$ cat src/crcu_pkg.sv
// constants, register map and types shared by both ends of the crc unit
package crcu_pkg;
   // ============
   // special function register map of the checksum unit
   localparam logic [7:0]  CTRL_OFS      = 8'hce; // checksum_control_reg
   localparam logic [7:0]  INPUT_OFS     = 8'hdd; // checksum_input_reg
   localparam logic [7:0]  DATA_OFS      = 8'hde; // result_data_reg
   localparam logic [7:0]  AUTO_OFS      = 8'hd2; // auto_flash_config_reg
   localparam logic [7:0]  COUNT_OFS     = 8'hd3; // block_count_reg
   localparam logic [7:0]  FLIP_OFS      = 8'hcf; // bit_reverse_reg
   // ============
   // control register fields and reset values
   localparam int          CTRL_INIT_BIT = 3;     // result_init_strobe
   localparam int          CTRL_VAL_BIT  = 2;     // init_value_select
   localparam int          CTRL_PTR_BIT  = 0;     // result_byte_pointer
   localparam logic [3:0]  CTRL_RSVD_HI  = 4'h1;  // bits 7:4 reset value
   localparam logic [7:0]  CTRL_RESET    = 8'h10;
   localparam int          AUTO_EN_BIT   = 7;     // auto_flash_enable
   localparam int          PAGE_W        = 6;     // start page field 5:0
   // ============
   // arithmetic constants
   localparam logic [15:0] CRC_POLY      = 16'h1021;
   localparam logic [15:0] CRC_INIT_LO   = 16'h0000;
   localparam logic [15:0] CRC_INIT_HI   = 16'hffff;
   localparam logic [7:0]  PAGE_LOW_ADDR = 8'h00; // 256-byte blocks
   localparam logic [2:0]  START_GAP     = 3'h3;  // cycles after a start
   // ============
   // controller registers on the axi4-lite side
   localparam logic [7:0]  AXI_CMD_OFS   = 8'h00;
   localparam logic [7:0]  AXI_STAT_OFS  = 8'h04;
   localparam int          CMD_RD_BIT    = 16;
   localparam logic [1:0]  RESP_OKAY     = 2'b00;
   localparam logic [1:0]  RESP_SLVERR   = 2'b10;
   // ============
   // controller sequencer states
   typedef enum logic [3:0] {
      H_IDLE  = 4'b0001,
      H_ACC   = 4'b0010,
      H_RWAIT = 4'b0100,
      H_GAP   = 4'b1000
   } crcu_hstate_t;
endpackage : crcu_pkg

$ cat src/crcu_if.sv
// interface joining the crc unit and its processor-side controller
`timescale 1ns/1ps
interface crcu_if;
   logic [7:0]  sfr_addr;    // register address
   logic [7:0]  sfr_wdata;   // write data
   logic        sfr_wr;      // one-cycle write strobe
   logic        sfr_rd;      // one-cycle read strobe
   logic [7:0]  sfr_rdata;   // read data, valid the cycle after sfr_rd
   logic        cpu_stall;   // high while an automatic run is busy
   logic        flash_req;   // level, held until the last flash_ack of a run
   logic [15:0] flash_addr;  // byte address of the request
   logic        flash_ack;   // one-cycle pulse with flash_data
   logic [7:0]  flash_data;  // flash byte
   // ============
   modport dev (
      input  sfr_addr, sfr_wdata, sfr_wr, sfr_rd, flash_ack, flash_data,
      output sfr_rdata, cpu_stall, flash_req, flash_addr
   );
   modport host (
      output sfr_addr, sfr_wdata, sfr_wr, sfr_rd, flash_ack, flash_data,
      input  sfr_rdata, cpu_stall, flash_req, flash_addr
   );
endinterface : crcu_if

$ cat src/crcu_host.sv
// processor-side controller: axi4-lite orders to special register accesses
//
// Register access over AXI4-Lite was chosen for this implementation.
`timescale 1ns/1ps
module crcu_host (
   input  wire logic        clock,
   input  wire logic        nrst,
   crcu_if.host             bus,
   // axi4-lite slave
   input  wire logic [7:0]  s_axi_awaddr,
   input  wire logic        s_axi_awvalid,
   output logic             s_axi_awready,
   input  wire logic [31:0] s_axi_wdata,
   input  wire logic [3:0]  s_axi_wstrb,
   input  wire logic        s_axi_wvalid,
   output logic             s_axi_wready,
   output logic [1:0]       s_axi_bresp,
   output logic             s_axi_bvalid,
   input  wire logic        s_axi_bready,
   input  wire logic [7:0]  s_axi_araddr,
   input  wire logic        s_axi_arvalid,
   output logic             s_axi_arready,
   output logic [31:0]      s_axi_rdata,
   output logic [1:0]       s_axi_rresp,
   output logic             s_axi_rvalid,
   input  wire logic        s_axi_rready,
   // flash byte source
   output logic             flash_rd_en,
   output logic [15:0]      flash_rd_addr,
   input  wire logic [7:0]  flash_rd_data,
   input  wire logic        flash_rd_valid
);

   // ============
   // state
   typedef struct packed {
      crcu_pkg::crcu_hstate_t st;      // sequencer state
      logic                   aw_got;  // write address held
      logic                   w_got;   // write data held
      logic [7:0]             awaddr;  // held write address
      logic [31:0]            wdata;   // held write data
      logic                   bvalid;
      logic [1:0]             bresp;
      logic                   rvalid;
      logic [1:0]             rresp;
      logic [31:0]            rdata;
      logic [16:0]            cmd;     // last command word
      logic                   sfr_wr;
      logic                   sfr_rd;
      logic [2:0]             gap;     // quiet cycles after a start
      logic [7:0]             last_rd; // last register read data
      logic                   fl_wait; // flash read outstanding
      logic                   fl_en;
      logic [15:0]            fl_addr;
      logic                   ack;
      logic [7:0]             fdata;
   } crcu_hst_t;

   crcu_hst_t h_reg;   // registered state
   crcu_hst_t h_next;  // next state

   // ============
   // next-state logic
   always_comb begin
      h_next        = h_reg;
      h_next.sfr_wr = 1'b0;
      h_next.sfr_rd = 1'b0;
      h_next.ack    = 1'b0;
      h_next.fl_en  = 1'b0;
      // write channels, taken in either order
      if (s_axi_awvalid && !h_reg.aw_got) begin
         h_next.aw_got = 1'b1;
         h_next.awaddr = s_axi_awaddr;
      end
      if (s_axi_wvalid && !h_reg.w_got) begin
         h_next.w_got = 1'b1;
         h_next.wdata = s_axi_wdata;
      end
      if (h_reg.bvalid && s_axi_bready) begin
         h_next.bvalid = 1'b0;
         h_next.aw_got = 1'b0;
         h_next.w_got  = 1'b0;
      end
      // sequencer
      unique case (h_reg.st)
         crcu_pkg::H_IDLE: begin
            // a stalled core issues nothing
            if (h_reg.aw_got && h_reg.w_got && !h_reg.bvalid &&
                !bus.cpu_stall) begin
               h_next.bvalid = 1'b1;
               if (h_reg.awaddr == crcu_pkg::AXI_CMD_OFS) begin
                  h_next.bresp  = crcu_pkg::RESP_OKAY;
                  h_next.cmd    = h_reg.wdata[16:0];
                  h_next.sfr_rd = h_reg.wdata[crcu_pkg::CMD_RD_BIT];
                  h_next.sfr_wr = ~h_reg.wdata[crcu_pkg::CMD_RD_BIT];
                  h_next.st     = crcu_pkg::H_ACC;
                  if (h_reg.wdata[15:8] == crcu_pkg::CTRL_OFS) begin
                     // reserved bits forced to reset value
                     h_next.cmd[7:4] = crcu_pkg::CTRL_RESET[7:4];
                     h_next.cmd[1]   = crcu_pkg::CTRL_RESET[1];
                  end
               end else begin
                  h_next.bresp = crcu_pkg::RESP_SLVERR;
               end
            end
         end
         crcu_pkg::H_ACC: begin
            if (h_reg.sfr_rd) begin
               h_next.st = crcu_pkg::H_RWAIT;
            end else if (h_reg.cmd[15:8] == crcu_pkg::CTRL_OFS) begin
               // simple steps only right after a start
               h_next.st  = crcu_pkg::H_GAP;
               h_next.gap = crcu_pkg::START_GAP;
            end else begin
               h_next.st = crcu_pkg::H_IDLE;
            end
         end
         crcu_pkg::H_RWAIT: begin
            h_next.last_rd = bus.sfr_rdata;
            h_next.st      = crcu_pkg::H_IDLE;
         end
         crcu_pkg::H_GAP: begin
            h_next.gap = h_reg.gap - 3'h1;
            if (h_reg.gap == 3'h1) begin
               h_next.st = crcu_pkg::H_IDLE;
            end
         end
      endcase
      // read channel, one word per request
      if (h_reg.rvalid && s_axi_rready) begin
         h_next.rvalid = 1'b0;
      end else if (s_axi_arvalid && !h_reg.rvalid) begin
         h_next.rvalid = 1'b1;
         h_next.rresp  = crcu_pkg::RESP_OKAY;
         if (s_axi_araddr == crcu_pkg::AXI_CMD_OFS) begin
            h_next.rdata = {15'h0000, h_reg.cmd};
         end else if (s_axi_araddr == crcu_pkg::AXI_STAT_OFS) begin
            // result is read back via last_rd after a run
            h_next.rdata = {16'h0000, h_reg.last_rd, 6'h00,
                            bus.cpu_stall,
                            (h_reg.st != crcu_pkg::H_IDLE)};
         end else begin
            h_next.rdata = 32'h0000_0000;
            h_next.rresp = crcu_pkg::RESP_SLVERR;
         end
      end
      // flash feed: one byte in flight, skip the ack cycle
      if (!h_reg.fl_wait && !h_reg.ack && bus.flash_req) begin
         h_next.fl_en   = 1'b1;
         h_next.fl_addr = bus.flash_addr;
         h_next.fl_wait = 1'b1;
      end
      if (h_reg.fl_wait && flash_rd_valid) begin
         h_next.fl_wait = 1'b0;
         h_next.ack     = 1'b1;
         h_next.fdata   = flash_rd_data;
      end
   end

   // ============
   // state register
   always_ff @(posedge clock or negedge nrst) begin
      if (!nrst) begin
         h_reg    <= '0;
         h_reg.st <= crcu_pkg::H_IDLE;
      end else begin
         h_reg <= h_next;
      end
   end

   // ============
   // outputs from flops
   assign s_axi_awready  = ~h_reg.aw_got;
   assign s_axi_wready   = ~h_reg.w_got;
   assign s_axi_bvalid   = h_reg.bvalid;
   assign s_axi_bresp    = h_reg.bresp;
   assign s_axi_arready  = ~h_reg.rvalid;
   assign s_axi_rvalid   = h_reg.rvalid;
   assign s_axi_rresp    = h_reg.rresp;
   assign s_axi_rdata    = h_reg.rdata;
   assign bus.sfr_addr   = h_reg.cmd[15:8];
   assign bus.sfr_wdata  = h_reg.cmd[7:0];
   assign bus.sfr_wr     = h_reg.sfr_wr;
   assign bus.sfr_rd     = h_reg.sfr_rd;
   assign bus.flash_ack  = h_reg.ack;
   assign bus.flash_data = h_reg.fdata;
   assign flash_rd_en    = h_reg.fl_en;
   assign flash_rd_addr  = h_reg.fl_addr;

endmodule : crcu_host

$ cat src/flat_wrapper.sv
// flat-port wrapper written by rule: the top's interface ports become plain ports
module crcu_host_flat 
  (clock, nrst, s_axi_awaddr, s_axi_awvalid, s_axi_awready, s_axi_wdata, s_axi_wstrb, s_axi_wvalid, s_axi_wready, s_axi_bresp, s_axi_bvalid, s_axi_bready, s_axi_araddr, s_axi_arvalid, s_axi_arready, s_axi_rdata, s_axi_rresp, s_axi_rvalid, s_axi_rready, flash_rd_en, flash_rd_addr, flash_rd_data, flash_rd_valid, bus_sfr_addr, bus_sfr_wdata, bus_sfr_wr, bus_sfr_rd, bus_flash_ack, bus_flash_data, bus_sfr_rdata, bus_cpu_stall, bus_flash_req, bus_flash_addr);
  crcu_if bus_i ();
  input  wire logic clock;
  input  wire logic nrst;
  input  wire logic [7:0] s_axi_awaddr;
  input  wire logic s_axi_awvalid;
  output logic s_axi_awready;
  input  wire logic [31:0] s_axi_wdata;
  input  wire logic [3:0] s_axi_wstrb;
  input  wire logic s_axi_wvalid;
  output logic s_axi_wready;
  output logic [1:0] s_axi_bresp;
  output logic s_axi_bvalid;
  input  wire logic s_axi_bready;
  input  wire logic [7:0] s_axi_araddr;
  input  wire logic s_axi_arvalid;
  output logic s_axi_arready;
  output logic [31:0] s_axi_rdata;
  output logic [1:0] s_axi_rresp;
  output logic s_axi_rvalid;
  input  wire logic s_axi_rready;
  output logic flash_rd_en;
  output logic [15:0] flash_rd_addr;
  input  wire logic [7:0] flash_rd_data;
  input  wire logic flash_rd_valid;
  output wire logic [$bits(bus_i.sfr_addr)-1:0] bus_sfr_addr;
  output wire logic [$bits(bus_i.sfr_wdata)-1:0] bus_sfr_wdata;
  output wire logic [$bits(bus_i.sfr_wr)-1:0] bus_sfr_wr;
  output wire logic [$bits(bus_i.sfr_rd)-1:0] bus_sfr_rd;
  output wire logic [$bits(bus_i.flash_ack)-1:0] bus_flash_ack;
  output wire logic [$bits(bus_i.flash_data)-1:0] bus_flash_data;
  input wire logic [$bits(bus_i.sfr_rdata)-1:0] bus_sfr_rdata;
  input wire logic [$bits(bus_i.cpu_stall)-1:0] bus_cpu_stall;
  input wire logic [$bits(bus_i.flash_req)-1:0] bus_flash_req;
  input wire logic [$bits(bus_i.flash_addr)-1:0] bus_flash_addr;
  assign bus_sfr_addr = bus_i.sfr_addr;
  assign bus_sfr_wdata = bus_i.sfr_wdata;
  assign bus_sfr_wr = bus_i.sfr_wr;
  assign bus_sfr_rd = bus_i.sfr_rd;
  assign bus_flash_ack = bus_i.flash_ack;
  assign bus_flash_data = bus_i.flash_data;
  assign bus_i.sfr_rdata = bus_sfr_rdata;
  assign bus_i.cpu_stall = bus_cpu_stall;
  assign bus_i.flash_req = bus_flash_req;
  assign bus_i.flash_addr = bus_flash_addr;
  crcu_host u_core (.clock(clock), .nrst(nrst), .bus(bus_i), .s_axi_awaddr(s_axi_awaddr), .s_axi_awvalid(s_axi_awvalid), .s_axi_awready(s_axi_awready), .s_axi_wdata(s_axi_wdata), .s_axi_wstrb(s_axi_wstrb), .s_axi_wvalid(s_axi_wvalid), .s_axi_wready(s_axi_wready), .s_axi_bresp(s_axi_bresp), .s_axi_bvalid(s_axi_bvalid), .s_axi_bready(s_axi_bready), .s_axi_araddr(s_axi_araddr), .s_axi_arvalid(s_axi_arvalid), .s_axi_arready(s_axi_arready), .s_axi_rdata(s_axi_rdata), .s_axi_rresp(s_axi_rresp), .s_axi_rvalid(s_axi_rvalid), .s_axi_rready(s_axi_rready), .flash_rd_en(flash_rd_en), .flash_rd_addr(flash_rd_addr), .flash_rd_data(flash_rd_data), .flash_rd_valid(flash_rd_valid));
endmodule
$ cat config.mk
export PLATFORM = sky130hd
export DESIGN_NAME = crcu_host_flat
export DESIGN_NICKNAME = d
export VERILOG_FILES = /design/src/crcu_pkg.sv /design/src/crcu_if.sv /design/src/crcu_host.sv /design/src/flat_wrapper.sv
export SDC_FILE = /design/constraint.sdc
export NUM_CORES = 1
export LEC_CHECK = 0
export BUFFER_PORTS_ARGS = -buffer_cell sky130_fd_sc_hd__buf_2
export CORE_MARGIN = 1
export CORE_UTILIZATION = 26
export DETAILED_ROUTE_END_ITERATION = 16
export GPL_ROUTABILITY_DRIVEN = 0
export MAX_ROUTING_LAYER = met4
export SETUP_SLACK_MARGIN = 0.5
export SLEW_MARGIN = 20
export SYNTH_ARGS = -nofsm -noshare
export SYNTH_HDL_FRONTEND = slang
export SYNTH_SLANG_ARGS = --single-unit
export TNS_END_PERCENT = 1
$ cat constraint.sdc
create_clock -name clock -period 2.05 [get_ports clock]
set_input_delay 0.205 -clock clock [delete_from_list [all_inputs] [get_ports clock]]
set_output_delay 0.205 -clock clock [all_outputs]
set_load 0.005 [all_outputs]
==> impl_metrics.ini, run 1 <==
[floorplanning]
core_sq_mm = 0.01821
io_pins = 179
fp-row-count = 49
dieArea_sq_mm = 0.01940
die_y_um = 139.3
die_w_um = 139.3
start_util_pct = 26.91

[yosys]
yosys.area.top_type = dfrtp_1
ys_seq_elements = 109
synthDominantCellAreaShare_pct = 55.16
synth_top_family_by_area = multiplexers
syn_inst = 390
muxShareOfSynthArea_pct = 17.24
synth-compound-area-share_pct = 5.056
synth_cell_types = 40
synth-xor-area-share_pct = 0.3575
synth_fa_ha_area_share_pct = 0.5107
synth_area_leaders = dfrtp_1 (55%), mux2_2 (15%), buf_4 (12%)
synth.cell_area_sq_mm = 0.004900
seq_area_frac_synth_pct = 55.69
synth_warnings = 0
synthSimpleGateAreaFrac_pct = 7.661
synth.avg_cell_area_sq_um = 12.56

[grt]
antenna_found_initial = 0
grt_pass1_vias = 3253
grt_max_degree = 44
grt_pass1_wl_um = 17620
grtUsageTotal_pct = 12.16
gr-total-overflow = 0

[timing]
slew_violations = 0
rsz0062_at_grt = yes
setup_tns_ps = 0
hold_viol = 0
setup_viol = 0
slew_headroom_pct = 56.18
layout_worst_path_cycle_share_pct = 78.10
final.min_clock_period_ps = 1601
setup_slack_ps = 448.9
fmax_ghz = 0.6246
finClkSkew_ps = 7.287
worstMarginPinSlew_ps = 656.0

[routing]
viasPerCell = 4.308
post-route-drc-count = 0
routedWlPerCell_um = 15.06
vias = 3123
dr.pass1.iters = 4
ant_nets = 0
drt-total-wl_um = 10920
first_iter_violations = 86

[cells_and_area]
fillCellCount = 1825
multi_input_area_sq_mm = 0.001664
finish.utilization_pct = 32.39
nNetsFinal = 587
largest_reg_flops = 44
seq_area_sq_mm = 0.002734
drive_above_1_share_pct = 52.42
insertedDiodeCount = 0
finalInstanceArea_sq_mm = 0.005898
area_growth_syn_to_layout_pct = 20.38

[placed_design]
pre_cts_ws_ps = 112.2
dp.final_hpwl_um = 8213
port_buffers = 142
place_area_sq_mm = 0.005458

[cts]
clk_pin_slew_ps = 70
cts.sinks = 109
h-tree-depth = 3
cts_tree = yes
cts_root_buf = clkbuf_16
cts_buffers = 9
clk_latency_ps = 350
cts_buffer_depth = 2

[power_and_ir_drop]
p_int_mw = 4.503
power.density_mw_per_mm2 = 1083
switching_share_pct = 29.53
power.switching_mw = 1.887
ir_drop_mv = 0.7238
p_seq_share_pct = 48.1
p_comb_share_pct = 23.0
clkPwrFrac_pct = 28.9
leakage_nw = 2.923

[worst_setup_path]
path_cells = nor4b_4 > buf_6 > nand4_4 > mux2_2
end_kind = flip-flop
critPathSlowestCell = dfstp_2
crit_required_ps = 2290
worstPathArrival_ps = 1840
cp_max_fo = 7
critPathKind = flip-flop to flip-flop
critical_path.max_stage_delay_ps = 620
startpoint_type = flip-flop

[flow_run]
maxCapViolCount = 0

[run_status]
outcome = finished clean

[min_path]
hp-class = input port to flip-flop
## cells by family (layout without fill, tap and decap cells)
group / Yosys count / after routing
and+or+nand+nor: 62 / 64
adders and majority gates: 2 / 2
muxes: 76 / 76
DFF: 109 / 109
xor gates and xnor gates: 2 / 2
other: 1 / 17
AOI/OAI and AO/OA: 40 / 40
buffers and inverters: 98 / 186
## what timing repair did
item	4_1_cts	5_1_grt
endpoints found under the hold margin	18	0
gates resized for setup	7	5
hold buffers	1	0
pin swaps	2	0
endpoints found under the setup margin	25	31
buffers inserted	5	0
gates cloned	2	0
## layer usage
metal	routed length (um)	up-vias	global-route usage (%)
li1	-	1454	-
met1	4711	1537	14.43
met2	5462	116	20.10
met3	549	16	2.684
met4	197	0	4.678
met5	0	-	-
## worst max-delay path: cells and delay by family (launching register included)
family	cells	cell delay (ps)
buffers and inverters	1	170
DFF	1	620
muxes	1	320
and+or+nand+nor	2	380
## area by class of cell
class,count,share of cell area (%)
Clock inverter,7,1.549
Multi-Input combinational cell,201,28.21
Timing Repair Buffer,158,14.45
Sequential cell,109,46.35
Tap cell,229,4.858
Inverter,12,0.7637
Clock buffer,9,3.818
## per-stage QoR
stage          hold slack [ps]  power, mW  instances
6_report                 33.53      6.391        725
5_1_grt                  48.82      6.776        725
4_1_cts                  10.93      6.477        725
3_5_place_dp             129.9      4.467        701
3_3_place_gp             135.8      4.377        701
2_1_floorplan           -90.59      4.135        406
## worst paths after layout
kind,startpoint,endpoint,slack (ps),depth (start not counted)
worst max register to register,u_core.h_reg[137],u_core.bus.sfr_addr[7],450,4
worst min-delay path,s_axi_rready,u_core.s_axi_rvalid,30,2
worst max-delay path,u_core.h_reg[137],u_core.bus.sfr_addr[7],450,4
min in group asynchronous,nrst,u_core.flash_rd_addr[12],290,2
max in group asynchronous,nrst,u_core.flash_rd_addr[13],1110,3
worst min register to register,u_core.h_reg[111],u_core.bus.sfr_wr,440,1
## synthesized netlist by cell type (all sizes together)
master / instances
a22o: 7
nand3: 2
nand2: 25
xor2: 1
inv: 12
o21a: 3
o22ai: 1
dfstp: 1
nand4: 2
nor3b: 1
and4b: 1
nor3: 3
nor2: 11
buf: 81
o21ai: 21
mux2i: 9
ha: 2
or4: 1
mux2: 67
nor4: 4
a21oi: 4
and4bb: 1
xnor2: 1
clkbuf: 5
nor4b: 3
nand4b: 1
or4bb: 1
dfrtp: 108
or2: 1
or4b: 1
nor2b: 4
a21o: 2
a21boi: 1
o31a: 1
conb: 1
## power groups by stage
stage / Sequential (mW) / Clock [mW] / Combinational [mW]
after floorplan: 2.98 / 0 / 1.16
after global placement: 3.06 / 0 / 1.32
after detailed placement: 3.10 / 0 / 1.36
after CTS: 3.06 / 1.93 / 1.48
after global routing: 3.15 / 2.01 / 1.61
final: 3.08 / 1.84 / 1.47
## layout by cell type (no fill, tap or decap), drive strengths merged, types with 4 or more instances in the layout
master and count:
dfrtp 108, conb 17, nand4 4, a22o 7, nand2 25, a21oi 4, o21ai 21, nor4 4
inv 15, nor2b 4, clkbuf 9, nor2 11, mux2 67, buf 157, mux2i 9
Power figures use the tool's default switching activity.
==> run 2: changes to the inputs <==
==> constraint.sdc (replaced) <==
create_clock -name clock -period 1.6 [get_ports clock]
set_input_delay 0.16 -clock clock [delete_from_list [all_inputs] [get_ports clock]]
set_output_delay 0.16 -clock clock [all_outputs]
set_load 0.005 [all_outputs]
==> impl_metrics.ini, run 2 (synthesis results as in run 1) <==
[power_and_ir_drop]
power.density_mw_per_mm2 = 1332
leakage_nw = 3.165
switching_share_pct = 28.98
clkPwrFrac_pct = 25.0
p_seq_share_pct = 46.6
p_comb_share_pct = 28.4
p_int_mw = 6.008
ir_drop_mv = 0.6292
power.switching_mw = 2.451

[placed_design]
dp.final_hpwl_um = 8455
placed_cells = 716
port_buffers = 142

[cells_and_area]
final_common_cell = buf_2
finish.utilization_pct = 34.89
stdcell_count = 735
final_cell_mix = buf_2 (133), dfrtp_1 (105), mux2_4 (48), nand2_1 (20), mux2_2 (19)
largest_reg_flops = 44
nNetsFinal = 597
area_growth_syn_to_layout_pct = 29.65
insertedDiodeCount = 0
fillCellCount = 1765
drive_above_1_share_pct = 57.51

[timing]
fmax_ghz = 0.6326
hold_viol = 0
setup_viol = 0
layout_worst_path_cycle_share_pct = 98.79
slew_violations = 0
final.min_clock_period_ps = 1581
finClkSkew_ps = 14.95
rsz0062_at_grt = yes

[worst_setup_path]
end_kind = flip-flop
startpoint_type = flip-flop
critPathKind = flip-flop to flip-flop
cp_max_fo = 25
crit_required_ps = 1830
worstPathArrival_ps = 1810

[routing]
dr.pass1.iters = 4
vias = 3175
first_iter_violations = 46
viasPerCell = 4.320
drt-total-wl_um = 11250
routedWlPerCell_um = 15.30
post-route-drc-count = 0
ant_nets = 0

[cts]
cts.sinks = 109
h-tree-depth = 3
cts_buffers = 9
clk_latency_ps = 350
cts_tree = yes
clk_pin_slew_ps = 80
post_cts_buffers = 0
cts_buffer_depth = 2
cts_root_buf = clkbuf_16

[floorplanning]
core_sq_mm = 0.01821
dieArea_sq_mm = 0.01940
fp-row-count = 49
io_pins = 179
start_util_pct = 26.91
die_y_um = 139.3
die_w_um = 139.3

[flow_run]
maxCapViolCount = 0

[grt]
grt_pass1_vias = 3280
grtUsageTotal_pct = 12.26
antenna_found_initial = 0
grt_pass1_wl_um = 17770
grt_max_degree = 44
gr-total-overflow = 0

[run_status]
outcome = finished clean

[min_path]
hp-class = input port to flip-flop
-- run 2: changes by cell type in the layout (fill, tap and decap cells not counted), sizes merged --
cell	change
buf	+10
bufinv	-1
clkbuf	+2
clkinv	-1
clkinvlp	+1
dlygate4sd3	+2
inv	-1
nand4	-2
-- run 2: final cells by class --
class / count / area, sq um / share of cell area, %
clock inverter: 5 / 45.04 / 0.7091
multi-input combinational: 199 / 1939 / 30.53
clock buffer: 11 / 232.7 / 3.664
timing repair buffer: 170 / 1069 / 16.82
tap: 229 / 286.5 / 4.511
sequential: 109 / 2733 / 43.02
inverter: 12 / 47.55 / 0.7485
-- run 2: worst paths after layout --
check	from	endpoint	slack, ps	cells past startpoint
setup / recovery	u_core.h_reg[137]	u_core.bus.sfr_wdata[3]	20	4
hold / removal	bus_flash_addr[4]	u_core.flash_rd_addr[4]	40	2
setup reg to reg	u_core.h_reg[137]	u_core.bus.sfr_wdata[3]	20	4
hold reg to reg	u_core.h_reg[111]	u_core.bus.sfr_wr	440	1
max in group asynchronous	nrst	u_core.h_reg[26]	640	3
min in group asynchronous	nrst	u_core.s_axi_rresp[1]	270	2
-- run 2: what timing repair did --
item / in CTS / in global routing
hold endpoints to repair: 26 / 0
resized for setup: 86 / 43
hold buffers: 3 / 0
setup endpoints to repair: 114 / 108
pin swaps: 16 / 26
-- run 2: power by group through the flow --
stage | Combinational [mW] | Clock, mW | Sequential, mW
6_report | 2.40 | 2.12 | 3.94
5_1_grt | 2.59 | 2.34 | 4.03
4_1_cts | 2.35 | 2.23 | 3.91
3_5_place_dp | 1.91 | 0 | 3.92
3_3_place_gp | 1.83 | 0 | 3.86
2_1_floorplan | 1.48 | 0 | 3.82
-- run 2: metrics by stage --
stage | total power, mW | hold WS (ps) | setup slack (ps) | TNS [ps] | cell area (sq um)
final | 8.458 | 35.58 | 19.30 | 0 | 6352
after global routing | 8.962 | 13.35 | -62.21 | -485.0 | 6352
after CTS | 8.486 | 15.86 | -6.460 | -6.460 | 6192
after detailed placement | 5.827 | 96.44 | -62.33 | -642.2 | 5583
after global placement | 5.693 | 89.82 | -22.90 | -238.7 | 5583
after floorplan | 5.298 | -135.6 | -29.94 | -179.6 | 4984
-- run 2: critical path: stages (launching register included) --
cell and delay, ps:
dfstp_2 550, nor4b_4 310, nand4_4 130, buf_12 190
mux2_2 280
-- run 2: metal layers --
metal	vias to the layer above	track usage (%)	share of wire, %
met3	14	2.684	5.3
met4	0	4.795	1.6
met2	120	20.44	52
met1	1576	14.37	41
li1	1465	-	-
met5	-	-	0
